File: src/rtl/mesm_map.svh
// Register map, field positions and reset values of the event status and mask block.
`ifndef MESM_MAP_SVH
`define MESM_MAP_SVH

// ****************************************************************
// Register indices and byte address width
// ****************************************************************
`define MESM_IDX_STATUS_LOW 16'hE502
`define MESM_IDX_STATUS_HIGH 16'hE503
`define MESM_IDX_ENABLE_LOW 16'hE50A
`define MESM_IDX_ENABLE_HIGH 16'hE50B
`define MESM_IDX_SIGN_SELECT 16'hE701
`define MESM_ADDR_W 18

// ****************************************************************
// Field positions and reset values
// ****************************************************************
`define MESM_BIT_REACT_SEL 7
`define MESM_BIT_ACT_SEL 6
`define MESM_BIT_RESET_DONE 15
`define MESM_VALID_LOW 32'h0002_1DEF
`define MESM_VALID_HIGH 32'h0187_F3CB
`define MESM_FIXED_ONE_HIGH 32'h0020_0000
`define MESM_RST_STATUS_LOW 32'h0000_0000
`define MESM_RST_STATUS_HIGH 32'h0000_8000
`define MESM_RST_ENABLE 32'h0000_0000

`endif

File: src/rtl/mesm_pkg.sv
// Types shared by the event status and mask block.
package mesm_pkg;

  // ****************************************************************
  // Event pulses from the metering core
  // ****************************************************************
  typedef struct packed {
    logic waveform_sample_flag;
    logic [2:0] react_flip_abc;
    logic [2:0] react_flip_def;
    logic [2:0] act_flip_abc;
    logic [2:0] act_flip_def;
    logic line_cycle_done_flag;
    logic reactive_half_full_grp1;
    logic reactive_half_full_grp2;
    logic active_half_full_grp1;
    logic active_half_full_grp2;
    logic voltage_peak_done;
    logic current_peak_done;
    logic high_voltage_flag;
    logic high_current_flag;
    logic voltage_sag_flag;
    logic reset_complete_flag;
    logic [2:0] current_zero_cross;
    logic volt_zero_cross_flag;
    logic [2:0] current_cross_timeout;
    logic volt_cross_timeout;
    logic no_power_grp1;
    logic no_power_grp2;
  } mesm_evt_s;

  // ****************************************************************
  // APB request
  // ****************************************************************
  typedef struct packed {
    logic psel;
    logic penable;
    logic pwrite;
    logic [17:0] paddr;
    logic [31:0] pwdata;
  } mesm_apb_s;

endpackage

File: src/rtl/mesm_top.sv
// Event status, mask and interrupt logic of the metering device, with an APB slave.
//
// The APB register port is this design's own decision.
`timescale 1ns/10ps
`default_nettype none
`include "mesm_map.svh"

module mesm_top (
  // Clock and reset
  input wire logic pclk,
  input wire logic presetn,
  // APB slave
  input wire mesm_pkg::mesm_apb_s apb,
  output logic pready,
  output logic pslverr,
  output logic [31:0] prdata,
  // Event pulses from the metering core
  input wire mesm_pkg::mesm_evt_s evt,
  // Interrupt outputs
  output logic irq_low_n,
  output logic irq_high_n
);

  // ****************************************************************
  // Address decode
  // ****************************************************************
  function automatic logic hit(input logic [17:0] addr, input logic [15:0] idx);
    hit = (addr == {idx, 2'b00});
  endfunction

  logic [31:0] st_low;
  logic [31:0] st_high;
  logic [31:0] en_low;
  logic [31:0] en_high;
  logic [1:0] sign_sel;

  wire setup = apb.psel & ~apb.penable;
  wire done = apb.psel & apb.penable & pready;
  wire wr = done & apb.pwrite;
  wire hit_sl = hit(apb.paddr, `MESM_IDX_STATUS_LOW);
  wire hit_sh = hit(apb.paddr, `MESM_IDX_STATUS_HIGH);
  wire hit_el = hit(apb.paddr, `MESM_IDX_ENABLE_LOW);
  wire hit_eh = hit(apb.paddr, `MESM_IDX_ENABLE_HIGH);
  wire hit_ss = hit(apb.paddr, `MESM_IDX_SIGN_SELECT);
  wire mapped = hit_sl | hit_sh | hit_el | hit_eh | hit_ss;

  // ****************************************************************
  // Channel group selection for power sign changes
  // ****************************************************************
  wire react_sel = sign_sel[1];
  wire act_sel = sign_sel[0];
  wire [2:0] react_flip = react_sel ? evt.react_flip_def : evt.react_flip_abc;
  wire [2:0] act_flip = act_sel ? evt.act_flip_def : evt.act_flip_abc;

  // ****************************************************************
  // Event set vectors
  // ****************************************************************
  logic [31:0] set_low;
  logic [31:0] set_high;

  always_comb begin
    set_low = 32'h0000_0000;
    set_low[17] = evt.waveform_sample_flag;
    set_low[12:10] = react_flip;
    set_low[8:6] = act_flip;
    set_low[5] = evt.line_cycle_done_flag;
    set_low[2] = evt.reactive_half_full_grp1;
    set_low[3] = evt.reactive_half_full_grp2;
    set_low[1] = evt.active_half_full_grp2;
    set_low[0] = evt.active_half_full_grp1;
  end

  always_comb begin
    set_high = 32'h0000_0000;
    set_high[24] = evt.voltage_peak_done;
    set_high[23] = evt.current_peak_done;
    set_high[18] = evt.high_voltage_flag;
    set_high[17] = evt.high_current_flag;
    set_high[16] = evt.voltage_sag_flag;
    set_high[15] = evt.reset_complete_flag;
    set_high[14:12] = evt.current_zero_cross;
    set_high[9] = evt.volt_zero_cross_flag;
    set_high[8:6] = evt.current_cross_timeout;
    set_high[3] = evt.volt_cross_timeout;
    set_high[1] = evt.no_power_grp2;
    set_high[0] = evt.no_power_grp1;
  end

  // ****************************************************************
  // Next values
  // ****************************************************************
  // A set in the same cycle as a clear wins, so no event is lost.
  wire [31:0] clr_low = (wr & hit_sl) ? apb.pwdata : 32'h0000_0000;
  wire [31:0] clr_high = (wr & hit_sh) ? apb.pwdata : 32'h0000_0000;
  wire [31:0] next_st_low = ((st_low & ~clr_low) | set_low) & `MESM_VALID_LOW;
  wire [31:0] next_st_high = ((st_high & ~clr_high) | set_high) & `MESM_VALID_HIGH;
  wire [31:0] next_en_low = (wr & hit_el) ? (apb.pwdata & `MESM_VALID_LOW) : en_low;
  wire [31:0] next_en_high = (wr & hit_eh) ? (apb.pwdata & `MESM_VALID_HIGH) : en_high;
  wire [1:0] next_sign_sel = (wr & hit_ss) ?
    {apb.pwdata[`MESM_BIT_REACT_SEL], apb.pwdata[`MESM_BIT_ACT_SEL]} : sign_sel;
  wire next_irq_low_n = ~|(next_st_low & next_en_low);
  wire next_irq_high_n = ~|(next_st_high & next_en_high);

  // ****************************************************************
  // Read data
  // ****************************************************************
  // Reserved high bit 21 is not a flag and always reads one.
  wire [31:0] vis_high = st_high | `MESM_FIXED_ONE_HIGH;
  wire [31:0] sel_word = {24'h00_0000, sign_sel[1], sign_sel[0], 6'h00};
  wire [31:0] rd_data = hit_sl ? st_low :
                        hit_sh ? vis_high :
                        hit_el ? en_low :
                        hit_eh ? en_high :
                        hit_ss ? sel_word : 32'h0000_0000;

  // ****************************************************************
  // Registers
  // ****************************************************************
  always_ff @(posedge pclk or negedge presetn) begin
    if (!presetn) begin
      st_low <= `MESM_RST_STATUS_LOW;
      st_high <= `MESM_RST_STATUS_HIGH;
      en_low <= `MESM_RST_ENABLE;
      en_high <= `MESM_RST_ENABLE;
      sign_sel <= 2'h0;
    end else begin
      st_low <= next_st_low;
      st_high <= next_st_high;
      en_low <= next_en_low;
      en_high <= next_en_high;
      sign_sel <= next_sign_sel;
    end
  end

  always_ff @(posedge pclk or negedge presetn) begin
    if (!presetn) begin
      irq_low_n <= 1'b1;
      irq_high_n <= 1'b1;
    end else begin
      irq_low_n <= next_irq_low_n;
      irq_high_n <= next_irq_high_n;
    end
  end

  // The answer is prepared at the setup edge, so every access takes two cycles.
  always_ff @(posedge pclk or negedge presetn) begin
    if (!presetn) begin
      pready <= 1'b0;
      pslverr <= 1'b0;
      prdata <= 32'h0000_0000;
    end else begin
      pready <= setup;
      pslverr <= setup & ~mapped;
      prdata <= (setup & ~apb.pwrite) ? rd_data : 32'h0000_0000;
    end
  end
endmodule
`default_nettype wire

File: config.mk
export PLATFORM = sky130hd
export DESIGN_NAME = mesm_top
export DESIGN_NICKNAME = d
export VERILOG_FILES = /design/src/rtl/mesm_pkg.sv /design/src/rtl/mesm_top.sv
export VERILOG_INCLUDE_DIRS = /design/src /design/src/rtl
export SDC_FILE = /design/constraint.sdc
export NUM_CORES = 1
export LEC_CHECK = 0
export BUFFER_PORTS_ARGS = -buffer_cell sky130_fd_sc_hd__buf_2
export CAP_MARGIN = 10
export CORE_MARGIN = 8
export CORE_UTILIZATION = 25
export CTS_CLUSTER_SIZE = 24
export DETAILED_ROUTE_END_ITERATION = 10
export PLACE_DENSITY = 0.45
export SYNTH_ARGS = -nofsm -noshare
export SYNTH_HDL_FRONTEND = slang
export SYNTH_SLANG_ARGS = --single-unit
export TNS_END_PERCENT = 10
File: constraint.sdc
create_clock -name pclk -period 2.6 [get_ports pclk]
set_input_delay 0.26 -clock pclk [delete_from_list [all_inputs] [get_ports pclk]]
set_output_delay 0.26 -clock pclk [all_outputs]
set_load 0.05 [all_outputs]
======== After elaboration in Yosys (flattened, before gate mapping) ========
Index checks and enable logic that the tools add are counted.
word-level totals
  register bits after elaboration ......... 130
  memory bits (writable) .................. 0
  memories ................................ 0
  latch bits .............................. 0
  memory bits (read-only) ................. 0
operators by class
  order comparisons ....................... 0
  bitwise logic cells ..................... 26
  equality and inequality tests ........... 5
  multiplexer cells ....................... 12
  reductions and logical operators ........ 4
  multipliers ............................. 0
  $add $sub $neg .......................... 0
  shifts and indexed selects .............. 0
  div/mod/pow operators ................... 0
operator list
  kind                                             number
  32-bit two-way mux                               7
  18-bit == test (second input constant)           5
  32-bit OR reduction                              2
  18-bit by 32-bit bitwise AND with 32-bit output  1
  25-bit by 32-bit bitwise AND with 32-bit output  1
  25-bit bitwise AND                               1
  25-bit two-way mux                               1
  25-bit inverter                                  1
  25-bit bitwise OR                                1
  18-bit bitwise AND                               1
  18-bit two-way mux                               1
  18-bit inverter                                  1
  18-bit bitwise OR                                1
  1-bit bitwise AND                                11
  8-bit two-way mux                                1
  3-bit two-way mux                                2
  1-bit bitwise OR                                 4
  1-bit inverter                                   3
  1-bit logical NOT                                2

======== Logic depth before layout (Yosys ltp) ========
Gate-level depths: netlist of the first run.
  depth in word-level cells ............... 11
  gate-level depth with buffers ........... 8

======== Least setup slack after synthesis of the first run ========
OpenSTA, ideal clock, no wires.
  path type ............................... register to register
  start point ............................. register pready
  end point ............................... register irq_low_n
  clock period less this slack ............ 2.574 ns
  data required time ...................... 2.499 ns
  cell stages (with the launch flop) ...... 8
  path slack .............................. 0.026 ns
  arrival time ............................ 2.473 ns
  buffers on the path ..................... 1
  path through ............................ dfrtp_1 -> nand4_1 -> or3_1 -> clkbuf_1 -> nor2_1 -> mux2_2 -> a22o_1 -> nor4b_1
RTL lines
  what                                             RTL line         source
  start: declaration                               mesm_top.sv:14   output logic pready,
  start signal: assignment                         mesm_top.sv:152  pready <= setup;
  1-bit bitwise AND                                mesm_top.sv:38   wire done = apb.psel & apb.penable & pready;
  1-bit bitwise AND                                mesm_top.sv:39   wire wr = done & apb.pwrite;
  1-bit bitwise AND                                mesm_top.sv:97   wire [31:0] next_en_low = (wr & hit_el) ? (apb.pwdata & `MESM_VALID_LOW) : en_low;
  32-bit two-way mux                               mesm_top.sv:97
  via next_en_low[11]                              mesm_top.sv:97
  18-bit by 32-bit bitwise AND with 32-bit output  mesm_top.sv:101  wire next_irq_low_n = ~|(next_st_low & next_en_low);
  32-bit OR reduction                              mesm_top.sv:101
  1-bit logical NOT                                mesm_top.sv:101
  via next_irq_low_n                               mesm_top.sv:101
  end signal: assignment                           mesm_top.sv:140  irq_low_n <= next_irq_low_n;
  end: declaration                                 mesm_top.sv:20   output logic irq_low_n,
The timed path passes the listed nets, and every way through them passes these cells.
A chain may end at the register's enable or synchronous reset.

======== Final worst setup path of the first run ========
  start point ............................. input port apb[45] in the netlist's numbering
  end point ............................... register irq_high_n
between the ends
  longest elaborated chain between the ends .. 9
ends and longest elaborated chain
  what                                             RTL line         source
  start: declaration                               mesm_top.sv:13   input wire mesm_pkg::mesm_apb_s apb,
  18-bit == test                                   mesm_top.sv:28   hit = (addr == {idx, 2'b00});
  1-bit bitwise AND                                mesm_top.sv:94   wire [31:0] clr_high = (wr & hit_sh) ? apb.pwdata : 32'h0000_0000;
  25-bit two-way mux                               mesm_top.sv:94
  25-bit inverter                                  mesm_top.sv:96   wire [31:0] next_st_high = ((st_high & ~clr_high) | set_high) & `MESM_VALID_HIGH;
  25-bit bitwise AND                               mesm_top.sv:96
  25-bit bitwise OR                                mesm_top.sv:96
  via next_st_high[24]                             mesm_top.sv:96
  25-bit by 32-bit bitwise AND with 32-bit output  mesm_top.sv:102  wire next_irq_high_n = ~|(next_st_high & next_en_high);
  32-bit OR reduction                              mesm_top.sv:102
  1-bit logical NOT                                mesm_top.sv:102
  via next_irq_high_n                              mesm_top.sv:102
  end signal: assignment                           mesm_top.sv:141  irq_high_n <= next_irq_high_n;
  end: declaration                                 mesm_top.sv:21   output logic irq_high_n
The timed path passes the listed nets, and every way through them passes these cells.

==> reports/qor.csv, run 1 <==
stage,metric,value,unit
cells_and_area,layout net count,605,
clock_network,post-CTS setup buffers,0,
clock_network,later-pin clock latency in the skew report,0.34,ns
synth,Synth async-reset ratio,1.00,
detailed_routing,routed length per instance,19.2,um
setup_path,max incr delay on CP,0.63,ns
clock_network,CTS clock-pin slew for the worst setup and hold paths,0.06,ns
pwr,"IR drop worst, VDD",0.327,mV
global_routing,grt total ovfl,0,
floorplan,Die H,142,um
detailed_routing,Vias/cell,4.80,
setup_path,worst path arrival time,2.80,ns
detailed_routing,Antenna Nets Post-Route,0,
setup_path,Critical Path RT,2.88,ns
pwr,Final Total Pwr,3.00,mW
global_routing,All-Layer GR Usage,0.140,
setup_path,WP buf/inv,1,
timing,Hold Slack,0.141,ns
setup_path,family with the most delay on the worst path,simple AND/OR/NAND/NOR gates,
synth,Cells after Synth,385,
placed_design,dpl cells,718,
min_path,worst hold path type,in2reg,
cells_and_area,Inserted Diodes,0,
placed_design,Port-buffer cells,101,
floorplan,die width,142,um
synth,distinct cell type count after synthesis,50,
timing,f_max,395,MHz
detailed_routing,1st-iter DRT viols,264,
cells_and_area,Register Area,2080,um2
global_routing,initial antenna violation count,0,
clock_network,CTS max path bufs,2,
detailed_routing,DRC Markers,0,
clock_network,H-Tree Depth,3,
clock_network,clock sinks,83,
clock_network,Num CTS Buffers,9,
clock_network,clk root buf,clkbuf_16,
placed_design,routability cong.,0.824,
floorplan,total core area,15700,um2
synth,sequential area share after synthesis,0.523,
synth,Post-synth EDFFs,0,
setup_path,Worst setup SP type,input port,
placed_design,DP HPWL,10000,um
detailed_routing,total length of routed wires,14100,um
floorplan,Initial Util,0.253,
synth,Syn. warnings,0,
cells_and_area,area grow syn2layout,34.8,%
setup_path,Worst Path Max Fanout,8,
cells_and_area,fillers,1578,
global_routing,largest net degree at the start of global routing,69,
pwr,pwr dens,560,nW/um2
cells_and_area,final std cells w/o fill,737,
detailed_routing,1st-pass router iterations,4,
synth,synthesized cell area,3980,um2
global_routing,vias in the first global route,3924,
pwr,Leak Pwr,2.43,nW
synth,syn avg cell area,10.3,um2
synth,Yosys reg bits,83,
setup_path,Worst R2R Setup Slack,0.26,ns
timing,worst-margin pin slew,0.962,ns
cells_and_area,ratio of cells with drive above 1 in the final layout,0.351,
setup_path,worst path cell trace,"buf_2, or4bb_4, or4_4, o32a_1, a21boi_0, a2111oi_1, and4_1",
global_routing,first-pass GRT wire length,21800,um
timing,relative slew slack,0.359,
clock_network,CTS tree,done,
setup_path,crit path capture type,flip-flop,
timing,final setup TNS,0,ns
timing,period utilization,0.973,
status,status,"complete, no violations",
synth,Main synth FF type,dfrtp_1,
floorplan,die area,20200,um2
timing,final hold violations,0,
setup_path,slowest CP cell,or4_4,
timing,Final setup viols,0,
timing,Slew Limit Fails,0,
timing,min cycle time layout,2.53,ns
floorplan,# IOs,125,
floorplan,# rows,46,
cells_and_area,final core occ,0.341,
setup_path,CP Class,in2reg,
timing,Clock Skew,0.00983,ns
job,MaxCap Viol Count,0,
cells_and_area,area occupied by multi-input gates,1760,um2
detailed_routing,vias,3541,
-- through the flow --
stage / worst slack (ns) / cell area, um2
5_1_grt: -0.0103 / 5360
6_report: 0.0715 / 5360
2_1_floorplan: 0.0260 / 4010
3_5_place_dp: -0.315 / 4970
4_1_cts: 0.0484 / 5330
3_3_place_gp: -0.326 / 4970
-- final timing paths --
| path | start | to | cells after the start |
|---|---|---|---|
| worst max register to register | pready | irq_high_n | 7 |
| max in group asynchronous | presetn | irq_high_n | 3 |
| worst min-delay path | evt[18] | st_low[3] | 2 |
| worst max-delay path | apb[45] | irq_high_n | 7 |
| min in group asynchronous | presetn | prdata[11] | 2 |
| worst min register to register | st_low[7] | st_low[7] | 2 |
-- worst reg2reg max path: cells and delay by family (launching register included) --
kind / cells / cell delay (ns)
and+or+nand+nor: 3 / 0.86
DFF: 1 / 0.36
AOI/OAI and AO/OA: 3 / 0.87
buffers and inverters: 1 / 0.19
-- logic make-up after synthesis --
group	count (synthesis)	share of synthesized area
AND/OR/NAND/NOR	146	0.205
other	1	0.000943
AO/OA/AOI/OAI	104	0.190
buffers and inverters	41	0.0529
multiplexers	10	0.0277
flip-flops	83	0.523
-- synthesized netlist by cell type (5+ instances only) --
| cell type | count | area, um2 |
|---|---|---|
| dfrtp_1 | 80 | 2000 |
| nor2_1 | 28 | 105 |
| nand3_1 | 27 | 135 |
| nand2_1 | 19 | 71.3 |
| o21ai_0 | 19 | 95.1 |
| a21boi_0 | 18 | 135 |
| nand2b_1 | 15 | 93.8 |
| a22oi_1 | 13 | 97.6 |
| clkbuf_1 | 13 | 48.8 |
| buf_4 | 12 | 90.1 |
| o32a_1 | 12 | 120 |
| inv_1 | 11 | 41.3 |
| nor4_1 | 11 | 68.8 |
| o22ai_1 | 11 | 68.8 |
| or2_2 | 10 | 62.6 |
| mux2_2 | 8 | 90.1 |
| a21oi_1 | 7 | 35.0 |
| and3_1 | 6 | 37.5 |
| a21o_1 | 5 | 37.5 |
-- per-layer routing --
layer,global-route usage,up-vias,wire [um]
li1,-,1680,-
met5,0,-,0
met3,0.0235,17,706
met4,0.0644,0,253
met2,0.229,109,6830
met1,0.177,1735,6340
-- state kept, by name (all words and copies together) (netlist names) --
register / count
pready: 1
en_low: 12
sign_sel: 2
irq_low_n: 1
irq_high_n: 1
pslverr: 1
st_low: 12
st_high: 16
prdata: 21
en_high: 16
-- area by class of cell --
cell class                 instances  area share
clock buffer                      12      0.0478
clock inverter                     4      0.0182
inverter                          11     0.00770
multi-input combinational        273       0.329
sequential                        83       0.388
tap                              216      0.0504
timing repair buffer             138       0.159
-- cell usage in the layout (no fill, tap or decap), types with 3 or more instances in the layout --
master,n
a2111oi_1,3
a21boi_0,18
a21o_1,5
a21oi_1,7
a221o_1,3
a221oi_1,3
a22oi_1,13
a41oi_1,3
and3_1,6
buf_12,5
buf_2,100
buf_4,32
bufinv_16,3
clkbuf_16,9
conb_1,11
dfrtp_1,80
dfstp_2,3
inv_1,11
mux2_2,8
nand2_1,19
nand2b_1,15
nand3_1,27
nor2_1,28
nor2b_1,4
nor3_1,3
nor4_1,10
o21ai_0,19
o22ai_1,11
o32a_1,12
or2_2,10
or4_4,3
-- power by group --
part / switching (mW) / internal [mW] / total (mW)
Clock: 0.525 / 0.992 / 1.52
Combinational: 0.127 / 0.0666 / 0.193
Sequential: 0.00107 / 1.29 / 1.29
Total: 0.653 / 2.35 / 3.00
-- timing repair --
| action | CTS | global route |
|---|---|---|
| gates resized for setup | 0 | 6 |
| setup endpoints to repair | 0 | 2 |
| hold buffers | 1 | 0 |
| hold endpoints to repair | 14 | 0 |
No activity file was read; power rests on OpenSTA's default activity.
==> inputs of run 2 (changes only) <==
--- a/config.mk
+++ b/config.mk
@@ -8,8 +8,10 @@
 export LEC_CHECK = 0
 export BUFFER_PORTS_ARGS = -buffer_cell sky130_fd_sc_hd__buf_2
 export CAP_MARGIN = 10
+export CORE_ASPECT_RATIO = 0.9
 export CORE_MARGIN = 8
 export CORE_UTILIZATION = 25
+export CTS_BUF_LIST = sky130_fd_sc_hd__clkbuf_16
 export CTS_CLUSTER_SIZE = 24
 export DETAILED_ROUTE_END_ITERATION = 10
 export PLACE_DENSITY = 0.45
==> reports/qor.csv, run 2 (synthesis results as in run 1) <==
stage,metric,value,unit,change
timing,f_max,387,MHz,-2.1%
clock_network,CTS tree,done,,
pwr,Clock power frac,0.480,,-0.025
detailed_routing,routed length per instance,18.9,um,-1.2%
cells_and_area,fillers,1638,,+3.8%
placed_design,routability cong.,0.782,,-5.1%
global_routing,grt total ovfl,0,,unchanged
floorplan,die area,20200,um2,about the same
timing,worst-margin pin slew,1.00,ns,+0.0422 ns
pwr,P_sw,663,uW,+1.5%
global_routing,All-Layer GR Usage,0.140,,+0.000182
pwr,Leak Pwr,2.46,nW,+1.3%
pwr,sequential power share,0.452,,+0.021
cells_and_area,layout net count,612,,+1.2%
timing,relative slew slack,0.331,,-0.0281
global_routing,first-pass GRT wire length,22000,um,+0.92%
global_routing,vias in the first global route,3919,,-0.13%
floorplan,Die H,136,um,-4.6%
placed_design,DP HPWL,10500,um,+4.6%
setup_path,Worst setup SP type,input port,,
job,MaxCap Viol Count,0,,unchanged
cells_and_area,"commonest non-fill, non-tap cells in the layout","buf_2 (100), dfrtp_1 (80), buf_4 (40), nor2_1 (28), nand3_1 (27)",,
pwr,pwr dens,532,nW/um2,-5.1%
setup_path,CP Class,in2reg,,
setup_path,Worst Path Max Fanout,16,,+8
floorplan,total core area,15500,um2,-1.4%
detailed_routing,Antenna Nets Post-Route,0,,unchanged
timing,final setup TNS,0,ns,unchanged
floorplan,# IOs,125,,unchanged
setup_path,worst path cell trace,"buf_2, or4bb_1, or4_4, buf_4, o32a_1, a21boi_0, a2111oi_1, and4_1",,
setup_path,max incr delay on CP,0.66,ns,+0.03 ns
clock_network,CTS clock-pin slew for the worst setup and hold paths,0.06,ns,about the same
setup_path,worst path arrival time,2.86,ns,+0.06 ns
clock_network,clock sinks,83,,unchanged
detailed_routing,1st-iter DRT viols,258,,-2.3%
setup_path,family with the most delay on the worst path,simple AND/OR/NAND/NOR gates,,
global_routing,largest net degree at the start of global routing,46,,-33%
clock_network,post-CTS setup buffers,0,,unchanged
cells_and_area,"commonest non-fill, non-tap cell in the layout",buf_2,,
timing,period utilization,0.994,,+0.0211
clock_network,later-pin clock latency in the skew report,0.33,ns,about the same
pwr,"IR drop worst, VDD",0.253,mV,-23%
min_path,worst hold path type,in2reg,,
clock_network,CTS max path bufs,2,,unchanged
floorplan,die width,149,um,+4.8%
setup_path,crit path capture type,flip-flop,,
cells_and_area,Top reg by flops,prdata,,
setup_path,Critical Path RT,2.87,ns,about the same
timing,Hold Slack,0.135,ns,-0.00605 ns
global_routing,initial antenna violation count,0,,unchanged
timing,Clock Skew,0.00870,ns,-0.00113 ns
pwr,Comb pwr share,0.067,,+0.003
timing,unrepaired setup endpoints after global routing,true,,
placed_design,Port-buffer cells,101,,unchanged
status,status,"complete, no violations",,
cells_and_area,Largest regs,"prdata (21), en_high (16), st_high (16)",,
detailed_routing,vias,3550,,+0.25%
setup_path,WP buf/inv,2,,+1
detailed_routing,Vias/cell,4.86,,+1.2%
cells_and_area,Inserted Diodes,0,,unchanged
cells_and_area,area grow syn2layout,35.3,%,
floorplan,Initial Util,0.257,,+0.00356
detailed_routing,1st-pass router iterations,4,,unchanged
cells_and_area,final core occ,0.347,,+0.00609
timing,final hold violations,0,,unchanged
clock_network,Num CTS Buffers,9,,unchanged
timing,Slew Limit Fails,0,,unchanged
cells_and_area,max reg flops,21,,unchanged
clock_network,H-Tree Depth,3,,unchanged
setup_path,slowest CP cell,or4_4,,
pwr,Final Total Pwr,2.86,mW,-4.7%
timing,min cycle time layout,2.58,ns,+0.0548 ns
detailed_routing,DRC Markers,0,,unchanged
pwr,sw frac,0.231,,+0.0142
cells_and_area,ratio of cells with drive above 1 in the final layout,0.367,,+0.0162
pwr,total internal power,2.20,mW,-6.5%
clock_network,clk root buf,clkbuf_16,,
timing,Final setup viols,0,,unchanged
floorplan,# rows,43,,-6.5%
detailed_routing,total length of routed wires,13800,um,-2.1%
==> run 2: metal layers <==
layer  part of all wire  GRT usage
met1               0.48      0.187
met2               0.45      0.217
met3              0.052     0.0321
met4              0.019     0.0527
met5                  0          0
==> run 2: final timing paths <==
check	start	end	slack, ns	depth (start not counted)
setup / recovery	apb[45]	irq_high_n	0.02	8
max in group asynchronous	presetn	irq_low_n	1.36	3
hold / removal	evt[33]	st_low[17]	0.13	2
min in group asynchronous	presetn	st_low[1]	0.48	2
setup reg to reg	pready	irq_high_n	0.22	8
hold reg to reg	st_low[2]	st_low[2]	0.51	1
==> run 2: final cells by class <==
type	count	area, um2	area share
tap	202	253	0.0470
multi-input combinational	271	1770	0.328
timing repair buffer	147	922	0.171
clock inverter	7	92.6	0.0172
sequential	83	2080	0.387
clock buffer	9	225	0.0419
inverter	11	41.3	0.00767
==> run 2: repair_timing <==
| action | in CTS | in global routing |
|---|---|---|
| setup endpoints to repair | 2 | 2 |
| pin swaps | 4 | 0 |
| hold buffers | 1 | 0 |
| endpoints found under the hold margin | 41 | 0 |
| gates resized for setup | 6 | 4 |
==> run 2: metrics by stage <==
| stage | cells | cell area (um2) | setup WS, ns |
|---|---|---|---|
| final | 730 | 5380 | 0.0166 |
| after global routing | 730 | 5380 | -0.0915 |
| after CTS | 730 | 5360 | 0.00578 |
| after detailed placement | 713 | 5020 | -0.455 |
| after global placement | 713 | 5020 | -0.391 |
| after floorplan | 395 | 4010 | 0.0260 |
==> run 2: worst register-to-register path, cell delays in order (launching register included) <==
cell and delay, ns:
dfrtp_1 0.38, nand4_1 0.17, or3_1 0.47, buf_12 0.18, o21ai_0 0.21, a21boi_0 0.15
a2111oi_2 0.42, buf_4 0.17, and4_1 0.16
==> run 2: power by group through the flow <==
stage               clock network (mW)  logic, mW  registers, mW
floorplan                            0     0.0766           1.32
finish                            1.37      0.193           1.29
global placement                     0      0.193           1.32
CTS                               1.40      0.197           1.29
detailed placement                   0      0.196           1.32
global route                      1.46      0.211           1.29
==> inputs of run 3 (changes only) <==
--- a/config.mk
+++ b/config.mk
@@ -14,7 +14,7 @@
 export CTS_BUF_LIST = sky130_fd_sc_hd__clkbuf_16
 export CTS_CLUSTER_SIZE = 24
 export DETAILED_ROUTE_END_ITERATION = 10
-export PLACE_DENSITY = 0.45
+export PLACE_DENSITY_LB_ADDON = 0.25
 export SYNTH_ARGS = -nofsm -noshare
 export SYNTH_HDL_FRONTEND = slang
 export SYNTH_SLANG_ARGS = --single-unit
==> reports/qor.csv, run 3 (synthesis results as in run 1) <==
stage,metric,value,unit,change
pwr,Clock power frac,0.452,,-0.028
min_path,worst hold path type,in2reg,,
setup_path,crit path capture type,flip-flop,,
pwr,sw frac,0.233,,+0.00150
floorplan,die width,149,um,unchanged
pwr,P_sw,634,uW,-4.3%
pwr,pwr dens,509,nW/um2,-4.3%
detailed_routing,vias,3595,,+1.3%
timing,Setup WS post-layout,0.0660,ns,+0.0494 ns
status,status,"complete, no violations",,
global_routing,largest net degree at the start of global routing,49,,+6.5%
placed_design,dpl cells,711,,-0.28%
cells_and_area,fillers,1605,,-2.0%
clock_network,Num CTS Buffers,9,,unchanged
detailed_routing,1st-iter DRT viols,287,,+11%
placed_design,Port-buffer cells,101,,unchanged
detailed_routing,1st-pass router iterations,5,,+1
timing,Slew Limit Fails,0,,unchanged
pwr,sequential power share,0.476,,+0.024
clock_network,H-Tree Depth,3,,unchanged
cells_and_area,"commonest non-fill, non-tap cell in the layout",buf_2,,
detailed_routing,total length of routed wires,14000,um,+0.89%
cells_and_area,layout net count,611,,-0.16%
global_routing,vias in the first global route,4031,,+2.9%
timing,min cycle time layout,2.53,ns,-0.0494 ns
placed_design,routability cong.,0.803,,+2.7%
cells_and_area,ratio of cells with drive above 1 in the final layout,0.359,,-0.00879
placed_design,DP HPWL,10400,um,-1.2%
timing,final hold violations,0,,unchanged
setup_path,CP Class,in2reg,,
clock_network,CTS clock-pin slew for the worst setup and hold paths,0.06,ns,about the same
clock_network,post-CTS setup buffers,0,,unchanged
floorplan,total core area,15500,um2,unchanged
pwr,Final Total Pwr,2.72,mW,-5.0%
setup_path,worst path arrival time,2.81,ns,-0.05 ns
cells_and_area,area grow syn2layout,34.4,%,
global_routing,grt total ovfl,0,,unchanged
timing,Final setup viols,0,,unchanged
timing,Clock Skew,0.00728,ns,-0.00141 ns
cells_and_area,Top reg by flops,prdata,,
detailed_routing,routed length per instance,19.1,um,+0.89%
detailed_routing,Antenna Nets Post-Route,0,,unchanged
timing,final setup TNS,0,ns,unchanged
global_routing,initial antenna violation count,1,,+1
setup_path,Worst Path Max Fanout,7,,-9
job,MaxCap Viol Count,0,,unchanged
floorplan,# IOs,125,,unchanged
global_routing,All-Layer GR Usage,0.138,,-0.00180
cells_and_area,final std cells w/o fill,730,,unchanged
cells_and_area,max reg flops,21,,unchanged
clock_network,clock sinks,83,,unchanged
floorplan,die area,20200,um2,unchanged
setup_path,Critical Path RT,2.88,ns,about the same
placed_design,Place WS,-0.353,ns,+0.103 ns
global_routing,first-pass GRT wire length,21800,um,-0.75%
clock_network,clk root buf,clkbuf_16,,
timing,f_max,395,MHz,+1.9%
pwr,Leak Pwr,2.45,nW,-0.60%
pwr,Comb pwr share,0.072,,+0.005
clock_network,CTS max path bufs,2,,unchanged
detailed_routing,DRC Markers,0,,unchanged
timing,relative slew slack,0.371,,+0.0403
timing,period utilization,0.975,,-0.0190
cells_and_area,final core occ,0.345,,-0.00250
cells_and_area,"commonest non-fill, non-tap cells in the layout","buf_2 (100), dfrtp_1 (80), buf_4 (37), nor2_1 (28), nand3_1 (27)",,
pwr,total internal power,2.09,mW,-5.1%
timing,worst-margin pin slew,0.944,ns,-0.0604 ns
pwr,"IR drop worst, VDD",0.279,mV,+10%
timing,unrepaired setup endpoints after global routing,false,,
floorplan,Die H,136,um,unchanged
clock_network,later-pin clock latency in the skew report,0.34,ns,about the same
floorplan,Initial Util,0.257,,unchanged
clock_network,CTS tree,done,,
cells_and_area,Largest regs,"prdata (21), en_high (16), st_high (16)",,
setup_path,Worst setup SP type,input port,,
floorplan,# rows,43,,unchanged
detailed_routing,Vias/cell,4.92,,+1.3%
## run 3: cell count changes in the layout (fill, tap and decap cells not counted), sizes merged
cell,change
buf,-2
clkinv,+2
clkinvlp,-2
bufinv,-1
diode,+1
inv,+1
or4,+1
## run 3: what timing repair did
action | in CTS | in global routing
hold buffers | 1 | 0
gates resized for setup | 1 | 13
pin swaps | 0 | 7
gates cloned | 0 | 1
endpoints found under the hold margin | 44 | 0
endpoints found under the setup margin | 1 | 1
## run 3: layout make-up
| class | count | area (um2) | share of cell area |
|---|---|---|---|
| multi-input cells | 272 | 1780 | 0.332 |
| clock inverters | 7 | 53.8 | 0.0101 |
| inverters | 11 | 41.3 | 0.00773 |
| diodes | 1 | 2.50 | 0.000468 |
| clock buffers | 9 | 225 | 0.0422 |
| flip-flops and latches | 83 | 2080 | 0.389 |
| repair buffers | 145 | 911 | 0.170 |
| well taps | 202 | 253 | 0.0473 |
## run 3: critical path: stages
cell and delay [ns]:
buf_2 0.11, or4bb_4 0.58, or4_4 0.63, o32a_1 0.39, a21boi_0 0.14, a2111oi_2 0.36
buf_4 0.17, and4_1 0.17
## run 3: power by group through the flow
stage | Sequential (mW) | Clock (mW) | Combinational, mW
3_5_place_dp | 1.32 | 0 | 0.194
2_1_floorplan | 1.32 | 0 | 0.0766
5_1_grt | 1.29 | 1.32 | 0.216
4_1_cts | 1.29 | 1.26 | 0.196
6_report | 1.29 | 1.23 | 0.196
3_3_place_gp | 1.32 | 0 | 0.191
## run 3: path summary, 6_finish.rpt
kind / start / endpoint / slack (ns) / cells after the start
max reg2reg: pready / irq_low_n / 0.23 / 8
min in group asynchronous: presetn / en_low[17] / 0.50 / 2
min: evt[33] / st_low[17] / 0.13 / 2
min reg2reg: en_high[14] / en_high[14] / 0.51 / 2
max in group asynchronous: presetn / irq_high_n / 1.35 / 3
max: apb[46] / irq_high_n / 0.07 / 8
## run 3: per-layer routing
metal,wire [um],GRT usage,vias up,part of all wire
met3,914,0.0418,16,0.066
met5,13,0,-,0.00093
li1,-,-,1698,-
met1,6780,0.186,1762,0.49
met2,6040,0.209,117,0.43
met4,212,0.0420,2,0.015
## run 3: metrics by stage
| step | instance area [um2] | hold slack, ns |
|---|---|---|
| after global placement | 5000 | 0.329 |
| after global routing | 5340 | 0.130 |
| after CTS | 5300 | 0.121 |
| after floorplan | 4010 | -0.0356 |
| after detailed placement | 5000 | 0.333 |
| final | 5340 | 0.135 |
